File: src/tcpwm_pkg.sv
package tcpwm_pkg;

  // ------------------------------------------------------------
  // sizes
  // ------------------------------------------------------------
  localparam int NCH = 3;
  localparam int ADDR_W = 8;

  // ------------------------------------------------------------
  // register byte offsets
  // ------------------------------------------------------------
  localparam logic [7:0] OFF_CTRL = 8'h00;
  localparam logic [7:0] OFF_PERIOD_ONE = 8'h04;
  localparam logic [7:0] OFF_PERIOD_TWO = 8'h08;
  localparam logic [7:0] OFF_TIMER_ONE = 8'h0C;
  localparam logic [7:0] OFF_TIMER_TWO = 8'h10;
  localparam logic [7:0] OFF_DUTY_HIGH [NCH] = '{8'h14, 8'h1C, 8'h24};
  localparam logic [7:0] OFF_DUTY_LOW [NCH] = '{8'h18, 8'h20, 8'h28};
  localparam logic [7:0] OFF_INT_STATUS = 8'h2C;
  localparam logic [7:0] OFF_INT_CLEAR = 8'h30;
  localparam logic [7:0] OFF_INT_ENABLE = 8'h34;

  // ------------------------------------------------------------
  // field positions
  // ------------------------------------------------------------
  localparam int CTRL_RUN_ONE = 0;
  localparam int CTRL_RUN_TWO = 1;
  localparam int CTRL_OUT_EN_LSB = 2;
  localparam int DUTYL_TBSEL = 5;
  localparam int DUTYL_FRAC_LSB = 6;
  localparam int INT_ROLL_ONE = 0;
  localparam int INT_ROLL_TWO = 1;

  // ------------------------------------------------------------
  // reset values
  // ------------------------------------------------------------
  localparam logic [4:0] RST_CTRL = 5'h00;
  localparam logic [7:0] RST_PERIOD = 8'hFF;
  localparam logic [7:0] RST_DUTY_HIGH = 8'h00;
  localparam logic [1:0] RST_DUTY_FRAC = 2'h0;
  localparam logic [1:0] RST_INT = 2'h0;
  localparam logic [1:0] RST_PHASE = 2'h0;
  localparam logic [7:0] RST_TIMER = 8'h00;
  localparam logic [31:0] RST_RDATA = 32'h0000_0000;

  // ------------------------------------------------------------
  // timing: one timer increment takes four oscillator periods
  // ------------------------------------------------------------
  localparam int OSC_PERIODS_PER_TICK = 4;
  localparam logic [1:0] PHASE_LAST = 2'(OSC_PERIODS_PER_TICK - 1);

endpackage

File: src/tcpwm_unit.sv
// The register offsets and the APB interface to the registers were chosen for this implementation.
`timescale 1ns/1ps

// Functional notes
// - output one always timed by timer one
// - output two timer chosen by its bit5
// - output three timer chosen by its bit5
// - timers never cascade into sixteen bits
// - duty is high byte plus bits 7:6
// - high for duty oscillator periods per period
// - zero duty keeps output low
// - duty high equals period: short low
// - full high only when duty exceeds period
// - writes held, copied at rollover, output high unless duty is zero
// - duty reads return active latch value
// - match clears timer, raises flag, new period
// - rollover flags sticky until software clears
module tcpwm_unit (
  input wire logic core_clk, // oscillator clock
  input wire logic reset_n, // async reset
  input wire logic [7:0] paddr, // apb address
  input wire logic psel, // apb select
  input wire logic penable, // apb enable
  input wire logic pwrite, // apb direction
  input wire logic [31:0] pwdata, // apb write data
  output logic [31:0] prdata, // apb read data
  output logic pready, // apb ready
  output logic pslverr, // apb error
  output logic pulse_out_one, // pulse output one
  output logic pulse_out_two, // pulse output two
  output logic pulse_out_three, // pulse output three
  output logic irq // interrupt level
);

  // ------------------------------------------------------------
  // helpers
  // ------------------------------------------------------------
  // position {timer,phase} counts oscillator periods from period start
  function automatic logic duty_active(
    input logic [7:0] tmr,
    input logic [1:0] phase,
    input logic [7:0] per,
    input logic [7:0] dh,
    input logic [1:0] df
  );
    logic res;
    res = 1'b0;
    if (dh > per) begin
      res = 1'b1;
    end else begin
      // also gives zero duty and the short low at dh == per
      res = ({tmr, phase} < {dh, df});
    end
    return res;
  endfunction

  function automatic logic addr_mapped(input logic [7:0] a);
    logic hit;
    hit = 1'b0;
    if (a == tcpwm_pkg::OFF_CTRL || a == tcpwm_pkg::OFF_PERIOD_ONE ||
        a == tcpwm_pkg::OFF_PERIOD_TWO || a == tcpwm_pkg::OFF_TIMER_ONE ||
        a == tcpwm_pkg::OFF_TIMER_TWO || a == tcpwm_pkg::OFF_INT_STATUS ||
        a == tcpwm_pkg::OFF_INT_CLEAR || a == tcpwm_pkg::OFF_INT_ENABLE) begin
      hit = 1'b1;
    end
    for (int i = 0; i < tcpwm_pkg::NCH; i++) begin
      if (a == tcpwm_pkg::OFF_DUTY_HIGH[i] || a == tcpwm_pkg::OFF_DUTY_LOW[i]) begin
        hit = 1'b1;
      end
    end
    return hit;
  endfunction

  // ------------------------------------------------------------
  // state
  // ------------------------------------------------------------
  logic [4:0] ctrl_ff;
  logic [4:0] nxt_ctrl;
  logic [7:0] period_reg_one_ff;
  logic [7:0] nxt_period_reg_one;
  logic [7:0] period_reg_two_ff;
  logic [7:0] nxt_period_reg_two;
  logic [1:0] phase_ff;
  logic [1:0] nxt_phase;
  logic [7:0] timer_one_ff;
  logic [7:0] nxt_timer_one;
  logic [7:0] timer_two_ff;
  logic [7:0] nxt_timer_two;
  logic [7:0] dh_hold_ff [tcpwm_pkg::NCH];
  logic [7:0] nxt_dh_hold [tcpwm_pkg::NCH];
  logic [1:0] df_hold_ff [tcpwm_pkg::NCH];
  logic [1:0] nxt_df_hold [tcpwm_pkg::NCH];
  logic [7:0] dh_act_ff [tcpwm_pkg::NCH];
  logic [7:0] nxt_dh_act [tcpwm_pkg::NCH];
  logic [1:0] df_act_ff [tcpwm_pkg::NCH];
  logic [1:0] nxt_df_act [tcpwm_pkg::NCH];
  logic [tcpwm_pkg::NCH-1:0] tbsel_ff;
  logic [tcpwm_pkg::NCH-1:0] nxt_tbsel;
  logic [tcpwm_pkg::NCH-1:0] out_ff;
  logic [tcpwm_pkg::NCH-1:0] nxt_out;
  logic [1:0] int_status_ff;
  logic [1:0] nxt_int_status;
  logic [1:0] int_enable_ff;
  logic [1:0] nxt_int_enable;
  logic [31:0] prdata_ff;
  logic [31:0] nxt_prdata;

  // ------------------------------------------------------------
  // bus decode
  // ------------------------------------------------------------
  logic setup_phase;
  logic access_phase;
  logic wr_en;
  logic [7:0] wbyte;
  logic [31:0] rd_mux;

  assign setup_phase = psel & ~penable;
  assign access_phase = psel & penable;
  assign wr_en = access_phase & pwrite & addr_mapped(paddr);
  // no register is wider than one byte; pwdata[31:8] is ignored
  assign wbyte = pwdata[7:0];

  // zero wait state; read data was latched in the setup cycle
  assign pready = 1'b1;
  assign pslverr = access_phase & ~addr_mapped(paddr);
  assign prdata = prdata_ff;

  always_comb begin
    rd_mux = 32'h0000_0000;
    case (paddr)
      tcpwm_pkg::OFF_CTRL: rd_mux = {27'h000_0000, ctrl_ff};
      tcpwm_pkg::OFF_PERIOD_ONE: rd_mux = {24'h00_0000, period_reg_one_ff};
      tcpwm_pkg::OFF_PERIOD_TWO: rd_mux = {24'h00_0000, period_reg_two_ff};
      tcpwm_pkg::OFF_TIMER_ONE: rd_mux = {24'h00_0000, timer_one_ff};
      tcpwm_pkg::OFF_TIMER_TWO: rd_mux = {24'h00_0000, timer_two_ff};
      tcpwm_pkg::OFF_INT_STATUS: rd_mux = {30'h0000_0000, int_status_ff};
      tcpwm_pkg::OFF_INT_ENABLE: rd_mux = {30'h0000_0000, int_enable_ff};
      default: rd_mux = 32'h0000_0000;
    endcase
    for (int i = 0; i < tcpwm_pkg::NCH; i++) begin
      if (paddr == tcpwm_pkg::OFF_DUTY_HIGH[i]) begin
        rd_mux = {24'h00_0000, dh_act_ff[i]};
      end
      if (paddr == tcpwm_pkg::OFF_DUTY_LOW[i]) begin
        rd_mux = {24'h00_0000, df_act_ff[i], tbsel_ff[i], 5'h00};
      end
    end
  end

  // ------------------------------------------------------------
  // write strobes
  // ------------------------------------------------------------
  logic wr_ctrl;
  logic wr_period_one;
  logic wr_period_two;
  logic wr_int_clear;
  logic wr_int_enable;
  logic [tcpwm_pkg::NCH-1:0] wr_duty_high;
  logic [tcpwm_pkg::NCH-1:0] wr_duty_low;

  assign wr_ctrl = wr_en & (paddr == tcpwm_pkg::OFF_CTRL);
  assign wr_period_one = wr_en & (paddr == tcpwm_pkg::OFF_PERIOD_ONE);
  assign wr_period_two = wr_en & (paddr == tcpwm_pkg::OFF_PERIOD_TWO);
  assign wr_int_clear = wr_en & (paddr == tcpwm_pkg::OFF_INT_CLEAR);
  assign wr_int_enable = wr_en & (paddr == tcpwm_pkg::OFF_INT_ENABLE);

  always_comb begin
    for (int i = 0; i < tcpwm_pkg::NCH; i++) begin
      wr_duty_high[i] = wr_en & (paddr == tcpwm_pkg::OFF_DUTY_HIGH[i]);
      wr_duty_low[i] = wr_en & (paddr == tcpwm_pkg::OFF_DUTY_LOW[i]);
    end
  end

  // ------------------------------------------------------------
  // time bases
  // ------------------------------------------------------------
  logic run_one;
  logic run_two;
  logic tick;
  logic roll_one;
  logic roll_two;

  assign run_one = ctrl_ff[tcpwm_pkg::CTRL_RUN_ONE];
  assign run_two = ctrl_ff[tcpwm_pkg::CTRL_RUN_TWO];
  assign tick = (phase_ff == tcpwm_pkg::PHASE_LAST);
  // the match is caught on the increment that would leave it
  assign roll_one = run_one & tick & (timer_one_ff == period_reg_one_ff);
  assign roll_two = run_two & tick & (timer_two_ff == period_reg_two_ff);

  always_comb begin
    nxt_phase = phase_ff + 2'h1;
    nxt_timer_one = timer_one_ff;
    nxt_timer_two = timer_two_ff;
    // each timer is its own 8-bit base; no carry ever links them
    if (run_one && tick) begin
      nxt_timer_one = roll_one ? 8'h00 : timer_one_ff + 8'h01;
    end
    if (run_two && tick) begin
      nxt_timer_two = roll_two ? 8'h00 : timer_two_ff + 8'h01;
    end
  end

  // ------------------------------------------------------------
  // control and interrupt registers
  // ------------------------------------------------------------
  always_comb begin
    nxt_ctrl = ctrl_ff;
    nxt_period_reg_one = period_reg_one_ff;
    nxt_period_reg_two = period_reg_two_ff;
    nxt_int_enable = int_enable_ff;
    nxt_prdata = prdata_ff;
    if (setup_phase && !pwrite) begin
      nxt_prdata = rd_mux;
    end
    // timer and status addresses have no write path: such writes drop
    if (wr_ctrl) begin
      nxt_ctrl = wbyte[4:0];
    end
    if (wr_period_one) begin
      nxt_period_reg_one = wbyte;
    end
    if (wr_period_two) begin
      nxt_period_reg_two = wbyte;
    end
    if (wr_int_enable) begin
      nxt_int_enable = wbyte[1:0];
    end
  end

  // a rollover in the clearing cycle survives: set wins over clear
  always_comb begin
    nxt_int_status = int_status_ff;
    if (wr_int_clear) begin
      nxt_int_status = int_status_ff & ~wbyte[1:0];
    end
    nxt_int_status[tcpwm_pkg::INT_ROLL_ONE] =
      nxt_int_status[tcpwm_pkg::INT_ROLL_ONE] | roll_one;
    nxt_int_status[tcpwm_pkg::INT_ROLL_TWO] =
      nxt_int_status[tcpwm_pkg::INT_ROLL_TWO] | roll_two;
  end

  assign irq = |(int_status_ff & int_enable_ff);

  // ------------------------------------------------------------
  // duty channels
  // ------------------------------------------------------------
  // software must not read-modify-write duty registers: reads show the
  // active copy, so a pending value is lost that way
  logic [tcpwm_pkg::NCH-1:0] ch_roll;
  logic [tcpwm_pkg::NCH-1:0] ch_run;
  logic [7:0] ch_nxt_timer [tcpwm_pkg::NCH];
  logic [7:0] ch_period [tcpwm_pkg::NCH];

  always_comb begin
    for (int i = 0; i < tcpwm_pkg::NCH; i++) begin
      // channel zero has no select bit; its tbsel stays zero
      if (tbsel_ff[i]) begin
        ch_roll[i] = roll_two;
        ch_run[i] = run_two;
        ch_nxt_timer[i] = nxt_timer_two;
        ch_period[i] = period_reg_two_ff;
      end else begin
        ch_roll[i] = roll_one;
        ch_run[i] = run_one;
        ch_nxt_timer[i] = nxt_timer_one;
        ch_period[i] = period_reg_one_ff;
      end
    end
  end

  always_comb begin
    for (int i = 0; i < tcpwm_pkg::NCH; i++) begin
      nxt_dh_hold[i] = dh_hold_ff[i];
      nxt_df_hold[i] = df_hold_ff[i];
      nxt_tbsel[i] = tbsel_ff[i];
      nxt_dh_act[i] = dh_act_ff[i];
      nxt_df_act[i] = df_act_ff[i];
      if (wr_duty_high[i]) begin
        nxt_dh_hold[i] = wbyte;
      end
      if (wr_duty_low[i]) begin
        nxt_df_hold[i] = wbyte[tcpwm_pkg::DUTYL_FRAC_LSB +: 2];
        if (i != 0) begin
          nxt_tbsel[i] = wbyte[tcpwm_pkg::DUTYL_TBSEL];
        end
      end
      // holding copy goes live at the start of each period
      if (ch_roll[i]) begin
        nxt_dh_act[i] = dh_hold_ff[i];
        nxt_df_act[i] = df_hold_ff[i];
      end
      // the output is computed for the counter position of the next
      // cycle, so the pin tracks the timer without a cycle of lag;
      // at rollover that position is zero, which drives the pin high for any nonzero duty
      nxt_out[i] = ctrl_ff[tcpwm_pkg::CTRL_OUT_EN_LSB + i] & ch_run[i] &
        duty_active(ch_nxt_timer[i], nxt_phase, ch_period[i],
                    nxt_dh_act[i], nxt_df_act[i]);
    end
  end

  assign pulse_out_one = out_ff[0];
  assign pulse_out_two = out_ff[1];
  assign pulse_out_three = out_ff[2];

  // ------------------------------------------------------------
  // registers: bus side
  // ------------------------------------------------------------
  always_ff @(posedge core_clk or negedge reset_n) begin
    if (!reset_n) begin
      ctrl_ff <= tcpwm_pkg::RST_CTRL;
      period_reg_one_ff <= tcpwm_pkg::RST_PERIOD;
      period_reg_two_ff <= tcpwm_pkg::RST_PERIOD;
      int_enable_ff <= tcpwm_pkg::RST_INT;
      prdata_ff <= tcpwm_pkg::RST_RDATA;
    end else begin
      ctrl_ff <= nxt_ctrl;
      period_reg_one_ff <= nxt_period_reg_one;
      period_reg_two_ff <= nxt_period_reg_two;
      int_enable_ff <= nxt_int_enable;
      prdata_ff <= nxt_prdata;
    end
  end

  // ------------------------------------------------------------
  // registers: time base
  // ------------------------------------------------------------
  // the phase runs even with both timers stopped, so a timer started
  // later still steps on the shared four-clock grid
  always_ff @(posedge core_clk or negedge reset_n) begin
    if (!reset_n) begin
      phase_ff <= tcpwm_pkg::RST_PHASE;
      timer_one_ff <= tcpwm_pkg::RST_TIMER;
      timer_two_ff <= tcpwm_pkg::RST_TIMER;
    end else begin
      phase_ff <= nxt_phase;
      timer_one_ff <= nxt_timer_one;
      timer_two_ff <= nxt_timer_two;
    end
  end

  // ------------------------------------------------------------
  // registers: interrupt flags
  // ------------------------------------------------------------
  always_ff @(posedge core_clk or negedge reset_n) begin
    if (!reset_n) begin
      int_status_ff <= tcpwm_pkg::RST_INT;
    end else begin
      int_status_ff <= nxt_int_status;
    end
  end

  // ------------------------------------------------------------
  // registers: channels
  // ------------------------------------------------------------

  always_ff @(posedge core_clk or negedge reset_n) begin
    if (!reset_n) begin
      for (int i = 0; i < tcpwm_pkg::NCH; i++) begin
        dh_hold_ff[i] <= tcpwm_pkg::RST_DUTY_HIGH;
        df_hold_ff[i] <= tcpwm_pkg::RST_DUTY_FRAC;
        dh_act_ff[i] <= tcpwm_pkg::RST_DUTY_HIGH;
        df_act_ff[i] <= tcpwm_pkg::RST_DUTY_FRAC;
      end
      tbsel_ff <= '0;
      out_ff <= '0;
    end else begin
      for (int i = 0; i < tcpwm_pkg::NCH; i++) begin
        dh_hold_ff[i] <= nxt_dh_hold[i];
        df_hold_ff[i] <= nxt_df_hold[i];
        dh_act_ff[i] <= nxt_dh_act[i];
        df_act_ff[i] <= nxt_df_act[i];
      end
      tbsel_ff <= nxt_tbsel;
      out_ff <= nxt_out;
    end
  end

endmodule

File: config.mk
export PLATFORM = sky130hd
export DESIGN_NAME = tcpwm_unit
export DESIGN_NICKNAME = d
export VERILOG_FILES = /design/src/tcpwm_pkg.sv /design/src/tcpwm_unit.sv
export SDC_FILE = /design/constraint.sdc
export NUM_CORES = 1
export LEC_CHECK = 0
export BUFFER_PORTS_ARGS = -buffer_cell sky130_fd_sc_hd__buf_4
export CELL_PAD_IN_SITES_DETAIL_PLACEMENT = 0
export CELL_PAD_IN_SITES_GLOBAL_PLACEMENT = 1
export CORE_MARGIN = 1
export CORE_UTILIZATION = 46
export DETAILED_ROUTE_END_ITERATION = 10
export PLACE_DENSITY_LB_ADDON = 0.1
export SYNTH_ARGS = -nofsm -noshare
export SYNTH_HDL_FRONTEND = slang
export SYNTH_SLANG_ARGS = --single-unit
File: constraint.sdc
create_clock -name core_clk -period 3.95 [get_ports core_clk]
set_input_delay 0 -clock core_clk [delete_from_list [all_inputs] [get_ports core_clk]]
set_output_delay 0 -clock core_clk [all_outputs]
set_load 0.005 [all_outputs]
-- Yosys cells after proc, flatten, opt, wreduce, memory -nomap -nowiden
Index checks and enable logic that the tools add are counted.
- register bits after elaboration: 140
- input bits: 45
- word-level logic and storage cells: 131
- $add $sub $neg: 3
- magnitude comparators: 6
- equal/unequal tests: 16
- multiplexer cells: 33
- bitwise operators: 33
- reduce and logical (&&, ||, !) cells: 16
- operator list (operator ; count):
    $mux 32 ; 6
    $mux 8 ; 11
    $pmux 8 s7 ; 1
    $eq 8x6->1 const B ; 6
    $eq 8x5->1 const B ; 4
    $lt 10x10->1 ; 3
    $and 1x1->1 ; 26
    $gt 8x8->1 ; 3
    $add 8x1->8 const B ; 2
    $eq 8x4->1 const B ; 2
    $eq 8x8->1 ; 2
    $mux 1 ; 11
    $logic_or 1x1->1 ; 10
    $eq 8x3->1 const B ; 1
    $logic_not 8->1 ; 1
    $mux 2 ; 4
    $and 2x2->2 ; 2
    $logic_and 1x1->1 ; 3
    $add 2x1->2 const B ; 1
    $eq 2x2->1 const B ; 1
    $not 1->1 ; 2
    $not 2->2 ; 1
    $or 1x1->1 ; 2
    $reduce_or 2->1 ; 1
    $logic_not 1->1 ; 1

-- Logic depth before layout (Yosys ltp)
Gate-level depths: netlist (run 1).
- depth after elaboration: 16
- mapped depth: 17
- gate-level depth less buffers: 16

-- Worst setup path before layout (run 1)
Ideal clock, no wire load.
- kind: flip-flop to flip-flop
- start: reg phase_ff[0]
- end: reg out_ff[2] (netlist bit)
- library setup time: 0.077 ns
- arrival time: 3.331 ns
- required time: 3.873 ns
- path slack: 0.541 ns
- cell stages (with the launch flop): 16
- buffers on the path: 1
- path through: dfrtp_1 ha_1 and2_2 nand2_1 or4_1 buf_2 nand2_4 mux2i_1 ha_1 a21o_1 a21o_1 a211oi_1 o21bai_1 a21o_1 a221o_1 a21oi_1
- longest elaborated chain between the ends: 9
- elaborated cells between the ends (all ways): 20
- those cells by class: 1 x add/sub; 2 x order compare; 1 x eq/ne; 9 x mux; 5 x bitwise; 2 x reduce/logical
- ends and longest elaborated chain (item ; line ; text):
    from (decl) ; tcpwm_unit.sv:83 ; logic [1:0] phase_ff;
    from (signal assigned) ; tcpwm_unit.sv:331 ; phase_ff <= tcpwm_pkg::RST_PHASE;
    from (signal assigned) ; tcpwm_unit.sv:335 ; phase_ff <= nxt_phase;
    $eq 2x2->1 ; tcpwm_unit.sv:185 ; assign tick = (phase_ff == tcpwm_pkg::PHASE_LAST);
    $and 1x1->1, on equally long branches (2 in series) ; tcpwm_unit.sv:187, tcpwm_unit.sv:188 ;
    $mux 8, on equally long branches ; tcpwm_unit.sv:196, tcpwm_unit.sv:199 ;
    $mux 8, on equally long branches ; tcpwm_unit.sv:195, tcpwm_unit.sv:198 ;
    $mux 8 ; tcpwm_unit.sv:257 ; if (tbsel_ff[i]) begin
    $lt 10x10->1 ; tcpwm_unit.sv:52 ; res = ({tmr, phase} < {dh, df});
    $mux 1 * ; tcpwm_unit.sv:48 ; if (dh > per) begin
    $and 1x1->1 * ; tcpwm_unit.sv:295 ; nxt_out[i] = ctrl_ff[tcpwm_pkg::CTRL_OUT_EN_LSB + i] & ch_run[i] &
    named net nxt_out, one bit ; tcpwm_unit.sv:100 ; logic [tcpwm_pkg::NCH-1:0] nxt_out;
    to (signal assigned) ; tcpwm_unit.sv:374 ; out_ff <= nxt_out;
    to (decl) ; tcpwm_unit.sv:99 ; logic [tcpwm_pkg::NCH-1:0] out_ff;
Mark *: on every way through the listed nets, which the timed path passes. The rest lies on a longest branch.
A chain may end at the register's enable or synchronous reset.

-- Worst setup path in the final report (run 1)
- start: reg period_reg_one_ff[5]
- end: reg out_ff[2] (netlist bit)
- longest elaborated chain between the ends: 8
- elaborated cells between the ends (all ways): 13
- those cells by class: 2 x order compare; 1 x eq/ne; 8 x mux; 2 x bitwise
- ends and longest elaborated chain (item ; line ; text):
    from (decl) ; tcpwm_unit.sv:79 ; logic [7:0] period_reg_one_ff;
    from (signal assigned) ; tcpwm_unit.sv:311 ; period_reg_one_ff <= tcpwm_pkg::RST_PERIOD;
    from (signal assigned) ; tcpwm_unit.sv:317 ; period_reg_one_ff <= nxt_period_reg_one;
    $eq 8x8->1 ; tcpwm_unit.sv:187 ; assign roll_one = run_one & tick & (timer_one_ff == period_reg_one_ff);
    $and 1x1->1 ; tcpwm_unit.sv:187 ;
    $mux 8 ; tcpwm_unit.sv:196 ; nxt_timer_one = roll_one ? 8'h00 : timer_one_ff + 8'h01;
    $mux 8 ; tcpwm_unit.sv:195 ; if (run_one && tick) begin
    $mux 8 ; tcpwm_unit.sv:257 ;
    $lt 10x10->1 ; tcpwm_unit.sv:52 ;
    $mux 1 * ; tcpwm_unit.sv:48 ;
    $and 1x1->1 * ; tcpwm_unit.sv:295 ;
    named net nxt_out, one bit ; tcpwm_unit.sv:100 ;
Marked as above.

==> reports/metrics.yaml, run 1 <==
cp-startpoint: "period_reg_one_ff[5]$_DFFE_PN1P_"
synth_edf_count: 0
final_nets: 862
rsz0062_at_grt: "true"
hold_viol_final: 0
synth_cell_types: 59
antenna_found_initial: 0
drv_slew: 0
hp-class: "in -> reg"
critPathLaunchType: "register"
start_util_pct: 47.03
grt_pass1_wl_um: 32160
total_leakage_power_uw: 0.004301
slew_headroom_pct: 23.99
track_usage_pct: 27.47
synth_area_mm2: 0.007149
cp.required_ps: 4290
ctsLongestPathBuffers: 2
ys.flop_type: "dfrtp_1"
period_needed_ps: 3699
dp_hpwl_um: 15820
wl_um: 20550
io_pins: 83
die_y_um: 126.7
cp_max_fo: 10
r2r_end: "out_ff[2]$_DFF_PN0_"
grt_overflow: 0
critPathArrivalTime_ps: 4040
die-area_mm2: 0.01604
maxCapViolCount: 0
vias: 5646
vdd.ir_drop.worst_mv: 0.2998
drt-wirelength-per-cell_um: 21.27
cp-endpoint: "out_ff[2]$_DFF_PN0_"
viasPerCell: 5.845
drt_iter0_drc: 388
diodes: 0
dpl-instance-area_mm2: 0.007606
pre_cts_ws_ps: 202.5
rr_startpoint: "period_reg_one_ff[5]$_DFFE_PN1P_"
clk_pin_slew_ps: 60
first_global_vias: 5694
synthArstFlopShare_pct: 100.0
min_period_over_period_pct: 93.64
avgSynthCellArea_um2: 10.16
max_freq_mhz: 270.4
grt_max_degree: 59
root_buffer: "clkbuf_16"
dr.pass1.iters: 5
worstSetupPathType: "reg -> reg"
die_w_um: 126.7
final_common_cell: "dfrtp_1"
worstMarginPinSlew_ps: 1135
fillCellCount: 1364
core-area_mm2: 0.01520
yosys_warnings: 0
reg2reg_depth: 13
place.gp.congestion: 0.9056
fin_skew_ps: 10.36
outcome: "finished clean"
rows: 45
layout-drive-gt1-share_pct: 23.52
final_cell_mix: "dfrtp_1, nand2_1, mux2_2"
setup_ws_ps: 251.3
end_kind: "register"
rrSetupSlack_ps: 250
cts_buffers: 17
finalSetupViolCount: 0
fin_area_mm2: 0.008313
yosysSeqAreaShare_pct: 40.88
syn_to_final_growth_pct: 16.28
multi_input_area_mm2: 0.003913
cts_tree: "done"
synthCells: 704
drtAntennaViolNets: 0
synth.ff_latch_count: 116
power-per-cell-area_mw_per_mm2: 349.9
h-tree-depth: 4
port_buffers: 33
drcViolationCount: 0
clk_latency_ps: 420
regArea_mm2: 0.002923
cts.sinks: 116
-- critical path, stage by stage (launching register included) --
cell	delay, ps
dfstp_2	590
xor2_1	130
nor4_2	360
nand4_1	320
nand2_4	290
mux2i_2	270
ha_1	280
a21o_1	160
a21o_1	170
a211oi_1	270
o21bai_1	110
a21o_1	180
a221o_1	340
a21oi_1	140
-- stage by stage --
stage                     total power, uW  setup TNS (ps)  hold slack, ps  util [%]  std cells
after floorplan                      1290               0          -295.6         -        727
after global placement               1357               0           115.9     50.03        925
after detailed placement             1359               0           126.9     50.03        925
after CTS                            2944               0           7.411     54.55        966
after global routing                 3003          -10.03           42.56     54.68        966
final                                2909               0           17.46     54.68        966
-- area by class of cell --
type	instances	area share [%]
Multi-Input combinational cell	525	47.07
Sequential cell	116	35.16
Timing Repair Buffer	61	5.780
Clock buffer	22	5.584
Tap cell	188	2.830
Inverter	44	1.987
Clock inverter	10	1.595
-- synth_stat cells, types with 5 or more instances --
cell type  instances  area share, %
xor2_1            17            2.1
nor3_2             5           0.70
a21o_1            14            1.5
a222oi_1           7           0.98
dfstp_2           16            5.9
a21oi_1           23            1.6
nand3b_1           5           0.53
dfrtp_1          100             35
inv_1             43            2.3
mux2i_1           36            5.0
mux2_2            66             10
and3_1             5           0.44
a31oi_1            5           0.44
nor2_1            52            2.7
a211oi_1           7           0.74
clkbuf_1          10           0.53
xnor2_1           11            1.3
buf_4             26            2.7
a22oi_1           11            1.2
nand3_1           20            1.4
nor3_1            12           0.84
a221oi_1           5           0.61
nand4_1           16            1.4
nand2_1           67            3.5
ha_1              52            9.1
o21ai_0           17            1.2
-- per-layer routing --
layer	up-vias	GRT usage [%]	part of all wire [%]
li1	2609	-	-
met1	2831	36.56	47
met3	33	5.399	4.4
met4	0	10.92	2.6
met5	-	0	0
met2	173	44.17	46
-- what timing repair did --
item,in CTS,in global routing
setup endpoints to repair,0,2
resized for setup,0,6
endpoints found under the hold margin,106,0
buffers inserted,0,0
hold buffers,9,0
-- how the worst min path moves through the flow --
stage                  from                         to  cells after the start  slack [ps]
floorplan           reset_n     ctrl_ff[0]$_DFFE_PN0P_                      0        -300
global placement    reset_n  dh_hold_ff[6]$_DFFE_PN0P_                      1         120
detailed placement  reset_n     dh_act_ff[6]$_DFF_PN0_                      1         130
CTS                  pwrite      prdata[5]$_DFFE_PN0P_                      3           7
global route         pwrite      prdata[7]$_DFFE_PN0P_                      3          40
finish               pwrite      prdata[5]$_DFFE_PN0P_                      3          20
-- where the power goes --
part	switching, uW	internal, uW	leakage [uW]
clock	544	1020	0.000286
sequential	8.65	1200	0.00153
combinational	80.6	51.9	0.00248
total	633	2280	0.00430
-- flip-flops by register name, summed over array words and instances (netlist names) --
register / cells
ctrl_ff: 5
df_act_ff: 6
df_hold_ff: 6
dh_act_ff: 24
dh_hold_ff: 24
int_enable_ff: 2
int_status_ff: 2
out_ff: 3
period_reg_one_ff: 8
period_reg_two_ff: 8
phase_ff: 2
prdata: 8
tbsel_ff: 2
timer_one_ff: 8
timer_two_ff: 8
-- logic make-up after synthesis --
group	Yosys count	share of synthesized area, %
adders and majority gates	52	9.100
DFF	116	40.88
and+or+nand+nor	207	14.04
xor gates and xnor gates	28	3.430
other	2	0.1050
buffers and inverters	86	5.950
muxes	104	15.84
AOI/OAI and AO/OA	109	10.66
Note: power is estimated with default switching activity, not from simulation.
==> inputs of run 2 (changes only) <==
--- a/config.mk
+++ b/config.mk
@@ -11,7 +11,7 @@
 export CORE_MARGIN = 1
 export CORE_UTILIZATION = 46
 export DETAILED_ROUTE_END_ITERATION = 10
-export PLACE_DENSITY_LB_ADDON = 0.1
+export PLACE_DENSITY = 0.8
 export SYNTH_ARGS = -nofsm -noshare
 export SYNTH_HDL_FRONTEND = slang
 export SYNTH_SLANG_ARGS = --single-unit
==> run 2 against run 1 <==
Cell count rose by 0.10%. Flip-flop and latch count is the same. Critical path depth grew 1. Via count grew 0.51%. Die area unchanged. Total power grew 5.4%. Design area grew 0.66%. Critical path type unchanged. Largest cell class unchanged. Highest routed layer is now met5.
==> reports/metrics.yaml, run 2 (synthesized netlist as in run 1, its figures left out) <==
drtAntennaViolNets: 0  # unchanged
hold_viol_final: 0  # unchanged
cp_max_fo: 10  # unchanged
drt_iter0_drc: 608  # +57%
die_y_um: 126.7  # unchanged
setup_ws_ps: 136.0  # -115.3 ps
layout-drive-gt1-share_pct: 23.49  # -0.030 points
die-area_mm2: 0.01604  # unchanged
end_kind: "register"
final_cell_mix: "dfrtp_1, nand2_1, mux2_2, buf_4"
outcome: "finished clean"
vias: 5675  # +0.51%
start_util_pct: 47.03  # unchanged
fin_skew_ps: 8.514  # -1.845 ps
post-place-cells: 926  # +0.11%
tns_ps: 0  # unchanged
power-per-cell-area_mw_per_mm2: 366.4  # +4.7%
critPathArrivalTime_ps: 4160  # +120 ps
reg_top3: "dh_act_ff: 24 flops, dh_hold_ff: 24 flops"
rrSetupSlack_ps: 140  # -120 ps
hp-class: "in -> reg"
pre_cts_ws_ps: 161.8  # -40.67 ps
grt_max_degree: 53  # -10%
drt-wirelength-per-cell_um: 21.32  # +0.20%
cp.required_ps: 4300  # about the same
grt_overflow: 0  # unchanged
cp-startpoint: "phase_ff[0]$_DFF_PN0_"
finalSetupViolCount: 0  # unchanged
cts.sinks: 116  # unchanged
ctsLongestPathBuffers: 2  # unchanged
core-area_mm2: 0.01520  # unchanged
clk_pin_slew_ps: 50  # about the same
io_pins: 83  # unchanged
worstSetupPathType: "reg -> reg"
rr_startpoint: "phase_ff[0]$_DFF_PN0_"
antenna_found_initial: 1  # +1
viasPerCell: 5.869  # +0.41%
first_global_vias: 5772  # +1.4%
diodes: 0  # unchanged
dp_hpwl_um: 15920  # +0.62%
critPathLaunchType: "register"
period_needed_ps: 3814  # +115.3 ps
final_common_cell: "dfrtp_1"
min_period_over_period_pct: 96.56  # +2.9 points
fin_area_mm2: 0.008368  # +0.66%
cts_buffers: 17  # unchanged
vdd.ir_drop.worst_mv: 0.3021  # +0.76%
clk_latency_ps: 430  # about the same
cp-endpoint: "out_ff[2]$_DFF_PN0_"
finalPower_uw: 3066  # +5.4%
wl_um: 20610  # +0.30%
r2r_end: "out_ff[2]$_DFF_PN0_"
grt_pass1_wl_um: 31860  # -0.92%
cts_tree: "done"
worstMarginPinSlew_ps: 1166  # +30.84 ps
final_nets: 863  # +0.12%
place.gp.congestion: 0.9373  # +3.5%
syn_to_final_growth_pct: 17.05
instances_no_fill: 967  # +0.10%
total_leakage_power_uw: 0.004342  # +0.94%
drcViolationCount: 0  # unchanged
drv_slew: 0  # unchanged
max_freq_mhz: 262.2  # -3.0%
port_buffers: 33  # unchanged
h-tree-depth: 4  # unchanged
rows: 45  # unchanged
reg2reg_depth: 14  # +1
track_usage_pct: 27.04  # -0.43 points
maxCapViolCount: 0  # unchanged
die_w_um: 126.7  # unchanged
dpl-instance-area_mm2: 0.007614  # about the same
slew_headroom_pct: 21.93  # -2.1 points
dr.pass1.iters: 6  # +1
root_buffer: "clkbuf_16"
rsz0062_at_grt: "false"
## run 2: cell count changes in the layout (fill, tap and decap cells not counted), sizes merged
cell | before | now
clkinv | 4 | 5
bufinv | 3 | 5
clkbuf | 22 | 19
buf | 52 | 53
## run 2: per-layer routing
layer	share of wire, %	global-route usage [%]	vias up	wire (um)
met4	3.9	14.36	2	813
li1	-	-	2602	-
met1	43	35.03	2825	8855
met2	47	43.52	192	9695
met5	0.063	0	-	13
met3	6.0	4.639	54	1234
## run 2: how the worst min path moves through the flow
| stage | cells after the start | end | slack [ps] | start |
|---|---|---|---|---|
| 2_1_floorplan | 0 | ctrl_ff[0]$_DFFE_PN0P_ | -300 | reset_n |
| 3_3_place_gp | 1 | df_act_ff[2]$_DFF_PN0_ | -30 | reset_n |
| 3_5_place_dp | 1 | df_act_ff[2]$_DFF_PN0_ | -20 | reset_n |
| 4_1_cts | 3 | prdata[3]$_DFFE_PN0P_ | 10 | pwrite |
| 5_1_grt | 3 | prdata[4]$_DFFE_PN0P_ | 50 | pwrite |
| 6_report | 3 | prdata[5]$_DFFE_PN0P_ | 20 | pwrite |
## run 2: layout make-up
| cell class | count | area (um2) |
|---|---|---|
| multi-input cells | 525 | 3899 |
| well taps | 188 | 235.2 |
| flip-flops and latches | 116 | 2923 |
| clock buffers | 19 | 452.9 |
| inverters | 44 | 165.2 |
| clock inverters | 13 | 205.2 |
| fillers | 1327 | 6834 |
| repair buffers | 62 | 488.0 |
## run 2: worst max-delay path, cell delays in order (launching register included)
cell	delay (ps)
dfrtp_1	350
ha_1	290
and2_2	240
nand2_1	70
or4_1	600
nand2_4	220
mux2i_1	290
ha_1	290
a21o_1	170
a21o_1	170
a211oi_1	270
o21bai_1	120
a21o_1	180
a221o_1	340
a21oi_1	140
## run 2: repair_timing
action	CTS	global route
resized for setup	0	1
hold buffers	9	0
setup endpoints to repair	0	1
endpoints found under the hold margin	91	0
setup buffers	0	0
## run 2: report_power, final
group	switching, uW	internal, uW
registers	7.87	1200
logic	81.0	52.0
clock network	572	1150
total	661	2400
## run 2: through the flow
stage | utilization (%) | hold WS [ps]
6_report | 55.05 | 21.83
5_1_grt | 55.05 | 49.13
4_1_cts | 55.00 | 10.76
3_5_place_dp | 50.08 | -15.42
3_3_place_gp | 50.08 | -25.81
2_1_floorplan | - | -295.6
